$ cat config.mk
export PLATFORM = sky130hd
export DESIGN_NAME = timing_pattern_output
export DESIGN_NICKNAME = d
export VERILOG_FILES = /design/src/design/pattern_pkg.sv /design/src/design/pattern_group_update.sv /design/src/design/timing_pattern_output.sv
export SDC_FILE = /design/constraint.sdc
export NUM_CORES = 1
export LEC_CHECK = 0
export ABC_CLOCK_PERIOD_IN_PS = 1900
export BUFFER_PORTS_ARGS = -buffer_cell sky130_fd_sc_hd__buf_2
export CAP_MARGIN = 25
export CORE_MARGIN = 2
export CORE_UTILIZATION = 48
export DETAILED_ROUTE_END_ITERATION = 16
export HOLD_SLACK_MARGIN = 0.15
export PLACE_DENSITY = 0.76
export REMOVE_ABC_BUFFERS = 1
export SETUP_SLACK_MARGIN = 0.3
export SYNTH_ARGS = -nofsm -noshare
export SYNTH_HDL_FRONTEND = slang
export SYNTH_HIERARCHICAL = 1
export SYNTH_SLANG_ARGS = --single-unit
$ cat constraint.sdc
create_clock -name clk -period 1.9 [get_ports clk]
set_input_delay 0.475 -clock clk [delete_from_list [all_inputs] [get_ports clk]]
set_output_delay 0.475 -clock clk [all_outputs]
set_load 0.005 [all_outputs]
$ cat src/design/pattern_pkg.sv
// constants and bus carriers shared by the pattern output unit
package pattern_pkg;

    // bus address is a byte address; register index sits in bits 17:2
    localparam int ADDR_W = 18;
    localparam int INDEX_LSB = 2;
    localparam int INDEX_W = 16;

    // register indices, byte address is four times the index
    localparam logic [15:0] IDX_MODE = 16'hffa0;
    localparam logic [15:0] IDX_TRIGGER_SELECT = 16'hffa1;
    localparam logic [15:0] IDX_ENABLE_HIGH = 16'hffa2;
    localparam logic [15:0] IDX_ENABLE_LOW = 16'hffa3;
    localparam logic [15:0] IDX_NEXT_HIGH = 16'hffa4;
    localparam logic [15:0] IDX_NEXT_LOW = 16'hffa5;
    localparam logic [15:0] IDX_NEXT_HIGH_ALT = 16'hffa6;
    localparam logic [15:0] IDX_NEXT_LOW_ALT = 16'hffa7;
    localparam logic [15:0] IDX_LOW_DIRECTION = 16'hffd1;
    localparam logic [15:0] IDX_LOW_OUTPUT = 16'hffd3;
    localparam logic [15:0] IDX_HIGH_DIRECTION = 16'hffd4;
    localparam logic [15:0] IDX_HIGH_OUTPUT = 16'hffd6;

    // reset values and fixed read values
    localparam logic [7:0] MODE_RESET = 8'hf0;
    localparam logic [7:0] TRIGGER_RESET = 8'hff;
    localparam logic [7:0] CLEAR_RESET = 8'h00;
    localparam logic [7:0] RESERVED_READ = 8'hff;
    localparam logic [3:0] RESERVED_NIBBLE = 4'hf;
    localparam logic [7:0] WRITE_ONLY_READ = 8'h00;

    // field layout
    localparam int MODE_NOV_LSB = 0;
    localparam int MODE_NOV_W = 4;
    localparam int SEL_W = 2;
    localparam int GROUP_W = 4;
    localparam int GROUPS = 4;
    localparam int CHANNELS = 4;
    localparam int PINS = 16;

    typedef struct packed {
        logic [ADDR_W-1:0] address;
        logic read;
        logic write;
        logic [31:0] writedata;
        logic [3:0] byteenable;
    } bus_req_t;

    typedef struct packed {
        logic waitrequest;
        logic [31:0] readdata;
    } bus_resp_t;

endpackage

$ cat src/design/pattern_group_update.sv
// next output value of one 4-bit pattern group
`timescale 1ns/100ps
module pattern_group_update (
    input wire logic [3:0] current,
    input wire logic [3:0] nextData,
    input wire logic [3:0] enable,
    input wire logic nonOverlap,
    input wire logic strobeA,
    input wire logic strobeB,
    output logic [3:0] updated
);
    logic [3:0] fallMask;
    logic [3:0] riseMask;

    always_comb begin
        fallMask = enable & current & ~nextData;
        riseMask = enable & ~current & nextData;
        updated = current;
        if (nonOverlap) begin
            // falling edges on match a, rising on match b: the gap is the guard
            if (strobeA) begin
                updated = updated & ~fallMask; // [RULE4]
            end
            if (strobeB) begin
                updated = updated | riseMask; // [RULE4]
            end
        end else if (strobeA) begin
            updated = (nextData & enable) | (current & ~enable); // [RULE17]
        end
    end
endmodule

$ cat src/design/timing_pattern_output.sv
// pattern output unit: register file, trigger routing and port data
`timescale 1ns/100ps
// Operation
// RULE1: outputs form four 4-bit groups, each updating independently of the others.
// RULE2: sixteen pattern bits, each separately enabled for pattern output.
// RULE3: each group picks its trigger from four timer channel compare-matches.
// RULE4: non-overlap mode puts a guard gap between successive output transitions.
// RULE5: selected compare-matches also raise a dma request.
// RULE6: pins 0-3 group 0, 4-7 group 1, 8-11 group 2, 12-15 group 3.
// RULE7: low next byte at ffa5 when shared; split puts group 0 at ffa7.
// RULE8: high next byte at ffa4 when shared; split puts group 2 at ffa6.
// RULE9: software sets low port direction bits for pins used; register write-only.
// RULE10: software sets high port direction bits for pins used; register write-only.
// RULE11: low port data holds current pattern of groups 0 and 1.
// RULE12: high port data holds current pattern of groups 2 and 3.
// RULE13: low port data bits enabled for pattern output ignore writes.
// RULE14: high port data bits enabled for pattern output ignore writes.
// RULE15: reset sets mode register to f0 and trigger select to ff.
// RULE16: reset clears enables, next data, directions and port data.
// RULE17: on trigger enabled next bits copy to port; disabled bits hold.
// RULE18: shared trigger: upper nibble to higher group, lower to lower.
// RULE19: reserved next bits and unused alternate addresses ignore writes, read ones.
// RULE20: groups sharing a trigger update in the same clock cycle.
module timing_pattern_output (
    input wire logic clk,
    input wire logic reset,
    input wire pattern_pkg::bus_req_t busRequest,
    output pattern_pkg::bus_resp_t busResponse,
    input wire logic [3:0] compareMatchA,
    input wire logic [3:0] compareMatchB,
    output logic [15:0] patternPin,
    output logic [15:0] pinDirection,
    output logic [3:0] dmaRequest
);
    logic [3:0] noOverlap;
    logic [7:0] triggerSelect;
    logic [15:0] nextEnable;
    logic [15:0] nextPattern;
    logic [15:0] groupValue;
    logic [15:0] next_patternPin;
    logic [3:0] strobeA;
    logic [3:0] strobeB;
    logic [3:0] channelUsed;
    logic [15:0] wordIndex;
    logic [7:0] wdata;
    logic busWrite;
    logic sameLow;
    logic sameHigh;
    logic [7:0] readValue;

    function automatic logic pickChannel(input logic [1:0] sel, input logic [3:0] vec);
        pickChannel = vec[sel];
    endfunction

    assign wordIndex = busRequest.address[pattern_pkg::INDEX_LSB +: pattern_pkg::INDEX_W];
    assign wdata = busRequest.writedata[7:0];
    // a write lands only at the edge that completes the transfer
    assign busWrite = busRequest.write && !busResponse.waitrequest && busRequest.byteenable[0];
    assign sameLow = triggerSelect[1:0] == triggerSelect[3:2];
    assign sameHigh = triggerSelect[5:4] == triggerSelect[7:6];

    // per-group trigger routing and update
    genvar g;
    generate
        for (g = 0; g < pattern_pkg::GROUPS; g++) begin : grp
            logic [1:0] sel;
            assign sel = triggerSelect[g*pattern_pkg::SEL_W +: pattern_pkg::SEL_W];
            assign strobeA[g] = pickChannel(sel, compareMatchA); // [RULE3]
            assign strobeB[g] = pickChannel(sel, compareMatchB); // [RULE3]
            pattern_group_update update (
                .current(patternPin[g*4 +: 4]), // [RULE6]
                .nextData(nextPattern[g*4 +: 4]),
                .enable(nextEnable[g*4 +: 4]),
                .nonOverlap(noOverlap[g]),
                .strobeA(strobeA[g]),
                .strobeB(strobeB[g]),
                .updated(groupValue[g*4 +: 4]) // [RULE1]
            );
        end
    endgenerate

    // a channel raises dma only while some enabled group listens to it
    always_comb begin
        channelUsed = 4'h0;
        for (int c = 0; c < pattern_pkg::CHANNELS; c++) begin
            for (int k = 0; k < pattern_pkg::GROUPS; k++) begin
                if (triggerSelect[k*2 +: 2] == c[1:0] && |nextEnable[k*4 +: 4]) begin
                    channelUsed[c] = 1'b1;
                end
            end
        end
    end

    always_ff @(posedge clk) begin
        if (reset) begin
            dmaRequest <= 4'h0;
        end else begin
            dmaRequest <= compareMatchA & channelUsed; // [RULE5]
        end
    end

    // port data: software owns disabled bits, the groups own enabled ones
    always_comb begin
        next_patternPin = patternPin;
        if (busWrite && wordIndex == pattern_pkg::IDX_LOW_OUTPUT) begin
            next_patternPin[7:0] = (wdata & ~nextEnable[7:0]) |
                (patternPin[7:0] & nextEnable[7:0]); // [RULE13]
        end
        if (busWrite && wordIndex == pattern_pkg::IDX_HIGH_OUTPUT) begin
            next_patternPin[15:8] = (wdata & ~nextEnable[15:8]) |
                (patternPin[15:8] & nextEnable[15:8]); // [RULE14]
        end
        // all enabled bits land on one edge
        next_patternPin = (next_patternPin & ~nextEnable) | (groupValue & nextEnable); // [RULE20]
    end

    always_ff @(posedge clk) begin
        if (reset) begin
            patternPin <= {pattern_pkg::CLEAR_RESET, pattern_pkg::CLEAR_RESET}; // [RULE16]
        end else begin
            patternPin <= next_patternPin; // [RULE11] [RULE12]
        end
    end

    always_ff @(posedge clk) begin
        if (reset) begin
            pinDirection <= {pattern_pkg::CLEAR_RESET, pattern_pkg::CLEAR_RESET}; // [RULE16]
        end else if (busWrite && wordIndex == pattern_pkg::IDX_LOW_DIRECTION) begin
            pinDirection[7:0] <= wdata;
        end else if (busWrite && wordIndex == pattern_pkg::IDX_HIGH_DIRECTION) begin
            pinDirection[15:8] <= wdata;
        end
    end

    always_ff @(posedge clk) begin
        if (reset) begin
            noOverlap <= pattern_pkg::MODE_RESET[pattern_pkg::MODE_NOV_LSB +: 4]; // [RULE15]
            triggerSelect <= pattern_pkg::TRIGGER_RESET; // [RULE15]
        end else if (busWrite && wordIndex == pattern_pkg::IDX_MODE) begin
            noOverlap <= wdata[pattern_pkg::MODE_NOV_LSB +: pattern_pkg::MODE_NOV_W];
        end else if (busWrite && wordIndex == pattern_pkg::IDX_TRIGGER_SELECT) begin
            triggerSelect <= wdata;
        end
    end

    always_ff @(posedge clk) begin
        if (reset) begin
            nextEnable <= {pattern_pkg::CLEAR_RESET, pattern_pkg::CLEAR_RESET}; // [RULE16]
        end else if (busWrite && wordIndex == pattern_pkg::IDX_ENABLE_HIGH) begin
            nextEnable[15:8] <= wdata;
        end else if (busWrite && wordIndex == pattern_pkg::IDX_ENABLE_LOW) begin
            nextEnable[7:0] <= wdata; // [RULE2]
        end
    end

    // next data: address layout follows whether paired groups share a trigger
    always_ff @(posedge clk) begin
        if (reset) begin
            nextPattern[7:0] <= pattern_pkg::CLEAR_RESET; // [RULE16]
        end else if (busWrite && wordIndex == pattern_pkg::IDX_NEXT_LOW) begin
            if (sameLow) begin
                nextPattern[7:0] <= wdata; // [RULE7] [RULE18]
            end else begin
                nextPattern[7:4] <= wdata[7:4]; // [RULE7] [RULE19]
            end
        end else if (busWrite && wordIndex == pattern_pkg::IDX_NEXT_LOW_ALT && !sameLow) begin
            nextPattern[3:0] <= wdata[3:0]; // [RULE7] [RULE19]
        end
    end

    always_ff @(posedge clk) begin
        if (reset) begin
            nextPattern[15:8] <= pattern_pkg::CLEAR_RESET; // [RULE16]
        end else if (busWrite && wordIndex == pattern_pkg::IDX_NEXT_HIGH) begin
            if (sameHigh) begin
                nextPattern[15:8] <= wdata; // [RULE8] [RULE18]
            end else begin
                nextPattern[15:12] <= wdata[7:4]; // [RULE8] [RULE19]
            end
        end else if (busWrite && wordIndex == pattern_pkg::IDX_NEXT_HIGH_ALT && !sameHigh) begin
            nextPattern[11:8] <= wdata[3:0]; // [RULE8] [RULE19]
        end
    end

    // read view; direction registers are write-only and read as zero
    always_comb begin
        unique case (wordIndex)
            pattern_pkg::IDX_MODE: begin
                readValue = {pattern_pkg::RESERVED_NIBBLE, noOverlap};
            end
            pattern_pkg::IDX_TRIGGER_SELECT: begin
                readValue = triggerSelect;
            end
            pattern_pkg::IDX_ENABLE_HIGH: begin
                readValue = nextEnable[15:8];
            end
            pattern_pkg::IDX_ENABLE_LOW: begin
                readValue = nextEnable[7:0];
            end
            pattern_pkg::IDX_NEXT_HIGH: begin
                readValue = sameHigh ? nextPattern[15:8] :
                    {nextPattern[15:12], pattern_pkg::RESERVED_NIBBLE}; // [RULE19]
            end
            pattern_pkg::IDX_NEXT_HIGH_ALT: begin
                readValue = sameHigh ? pattern_pkg::RESERVED_READ :
                    {pattern_pkg::RESERVED_NIBBLE, nextPattern[11:8]}; // [RULE19]
            end
            pattern_pkg::IDX_NEXT_LOW: begin
                readValue = sameLow ? nextPattern[7:0] :
                    {nextPattern[7:4], pattern_pkg::RESERVED_NIBBLE}; // [RULE19]
            end
            pattern_pkg::IDX_NEXT_LOW_ALT: begin
                readValue = sameLow ? pattern_pkg::RESERVED_READ :
                    {pattern_pkg::RESERVED_NIBBLE, nextPattern[3:0]}; // [RULE19]
            end
            pattern_pkg::IDX_LOW_OUTPUT: begin
                readValue = patternPin[7:0];
            end
            pattern_pkg::IDX_HIGH_OUTPUT: begin
                readValue = patternPin[15:8];
            end
            default: begin
                readValue = pattern_pkg::WRITE_ONLY_READ;
            end
        endcase
    end

    // one wait state: data is captured the edge before completion
    always_ff @(posedge clk) begin
        if (reset) begin
            busResponse.waitrequest <= 1'b1;
            busResponse.readdata <= 32'h0000_0000;
        end else if ((busRequest.read || busRequest.write) && busResponse.waitrequest) begin
            busResponse.waitrequest <= 1'b0;
            busResponse.readdata <= {24'h00_0000, readValue};
        end else begin
            busResponse.waitrequest <= 1'b1;
        end
    end

    generate
        for (g = 0; g < pattern_pkg::GROUPS; g++) begin : chk

        end
    endgenerate
endmodule

==> results.yml <==
yosys:
  syn_area_um2: 5524
  synth_edf_count: 0
  yosys_warnings: 6
  syn-instance-count: 678
  ys_seq_elements: 89
  syn_area_per_cell_um2: 8.148
  synth_flop_cell: "dfxtp_1"
  synthArstFlopShare_pct: 0
  ys_top_cells_by_area: "dfxtp_1, nand2_1, nand3_1"
  synth-seq-area-share_pct: 32.25
  yosys.area.top_type: "dfxtp_1"
  synth.distinct_cells: 70
  yosysTopAreaCellShare_pct: 32.25
flow_run:
  drv_cap: 0
pwr:
  power_density_nw_per_um2: 505.5
  peakVddDrop_uv: 417.6
  p_leak_nw: 3.253
worst_setup_path:
  crit_family: "multiplexers"
  critPathLaunch: "triggerSelect[0]$_SDFFE_PP1P_"
  slowest_delay_ns: 0.64
  cp_max_fo: 5
  critical_path_class: "reg2reg"
  end_kind: "flop"
  slowest_stage: "mux4_2"
  startpoint_type: "flop"
  critPathBufInv: 1
  rr_startpoint: "triggerSelect[0]$_SDFFE_PP1P_"
  cp_cell_sequence: "mux4_2, mux2i_2, buf_4, o211ai_1, nor2_1, a311oi_2"
  required_ns: 2.12
  cp.arrival_ns: 2.05
detailed_routing:
  via_count: 6172
  wirelength_um: 20610
  drtIter0Drc: 526
  wl_per_cell_um: 20.73
  drcViolationCount: 0
  met2_length_um: 9897
  highest_layer: "met5"
  viasPerCell: 6.209
  drt-met1-wl_um: 8096
  dr.pass1.iters: 5
  postRouteAntennaNets: 0
  met3_length_um: 1782
timing:
  finalHoldViolations: 0
  skew_ns: 0.005299
  fin_worst_hold_slack_ns: 0.3869
  drv_slew: 0
  rsz0062_at_grt: "yes"
  final-setup-viol-count: 0
  setup_tns_ns: 0
  period_share_pct: 96.40
  relSlewSlack_pct: 60.93
  worst_pin_slew_ns: 0.5861
  max_freq_ghz: 0.5460
  finalCriticalPeriod_ns: 1.832
floorplanning:
  fp.dieW_um: 111.3
  io_pins: 135
  start_util_pct: 48.80
  row_count: 39
  die_h_um: 111.3
  die_area_um2: 12380
  core_um2: 11320
clock_network:
  insertion_delay_ns: 0.35
  clock-sinks: 89
  cts_tree: "built"
  cts-buffers-inserted: 9
  clkTransAtPathRegs_ns: 0.07
  cts_buffer_depth: 2
  hold_buffers: 0
  htreeDepth: 3
  clockRootBuffer: "clkbuf_16"
global_routing:
  grt_max_degree: 54
  grt_pass1_wl_um: 30080
  first_global_vias: 5841
  globalRouteOverflowTotal: 0
  grt.total_usage_pct: 30.12
  antenna_found_initial: 1
cells_and_area:
  area_growth_pct: 49.47
  utilization_pct: 72.93
  fin_nets: 912
  antenna_cells: 0
  drive_gt1_share_pct: 46.77
placement:
  port_buffers: 81
  routabilityCongestion: 0.9779
  hpwl_um: 13700
min_path:
  hold_start: "compareMatchA[3]"
  worst_hold_path_type: "in2reg"
status:
  run_status: "complete, no violations"
## power breakdown
part           internal, W  switching [W]  total [W]
Clock              0.00106       0.000784    0.00184
Combinational     0.000198       0.000272   0.000470
Sequential         0.00186    0.000000683    0.00186
## placed cells by master (no fill, tap or decap), drive strengths merged, types with 9 or more instances in the layout
cell type,n
conb,24
nand2,114
o21ai,15
mux2i,24
inv,23
dfxtp,89
a21bo,16
nor2,40
nand3b,13
clkbuf,13
o211ai,20
a211oi,11
nor3,12
a21oi,45
nor4,11
a311oi,9
mux4,10
buf,207
nand3,59
## path summary, 6_finish.rpt
kind                            endpoint  slack [ns]  cells after the start
max                                 flop        0.07                      6
min             dmaRequest[3]$_SDFF_PP0_        0.39                      3
max reg2reg                         flop        0.07                      6
min reg2reg  busResponse[5]$_SDFFE_PP0P_        0.44                      2
## metrics by stage
stage	total power (W)	instance area, µm²	instances	worst slack, ns
finish	0.004174	8257	994	0.06839
global route	0.004273	8257	994	0.02432
CTS	0.004113	7436	980	0.1605
detailed placement	0.002277	6560	943	-0.2981
global placement	0.002271	6560	943	-0.2294
floorplan	0.002030	5200	625	-1.596
## routing by layer
metal	vias to the layer above	global-route usage, %
met5	-	0
met4	2	11.85
met3	79	6.616
met2	372	51.02
met1	2968	37.34
li1	2751	-
## final cells by class
class / count / area (µm²)
inverters: 21 / 78.83
repair buffers: 210 / 1718
fillers: 757 / 3064
clock buffers: 10 / 239.0
multi-input cells: 515 / 4164
flip-flops and latches: 89 / 1813
well taps: 143 / 178.9
clock inverters: 6 / 65.06
## kinds of logic (layout without fill, tap and decap cells)
group                     after synthesis  after routing  synth area share [%]
DFF                                    89             89                 32.25
muxes                                  34             34                 8.698
AOI/OAI and AO/OA                     153            153                 20.09
other                                   1             24               0.06789
and+or+nand+nor                       300            300                 29.40
xor gates and xnor gates                4              4                0.6341
buffers and inverters                  97            247                 8.856
## synthesized netlist by cell type, drive strengths merged, types with 12 or more instances
| cell | n |
|---|---|
| nand2 | 114 |
| dfxtp | 89 |
| nand3 | 59 |
| buf | 47 |
| a21oi | 45 |
| nor2 | 40 |
| clkbuf | 29 |
| mux2i | 24 |
| inv | 21 |
| o211ai | 20 |
| a21bo | 16 |
| o21ai | 15 |
| nand3b | 13 |
| nor3 | 12 |
## worst reg2reg max path: stages (launching register included)
cell	delay (ns)
dfxtp_4	0.38
mux4_2	0.64
mux2i_2	0.20
buf_4	0.17
o211ai_1	0.11
nor2_1	0.14
a311oi_2	0.06
## timing repair
item | in CTS | in global routing
pin swaps | 41 | 74
endpoints found under the setup margin | 83 | 87
cloned | 2 | 3
setup buffers | 19 | 11
gates resized for setup | 93 | 147
Note: power is estimated with default switching activity, not from simulation.
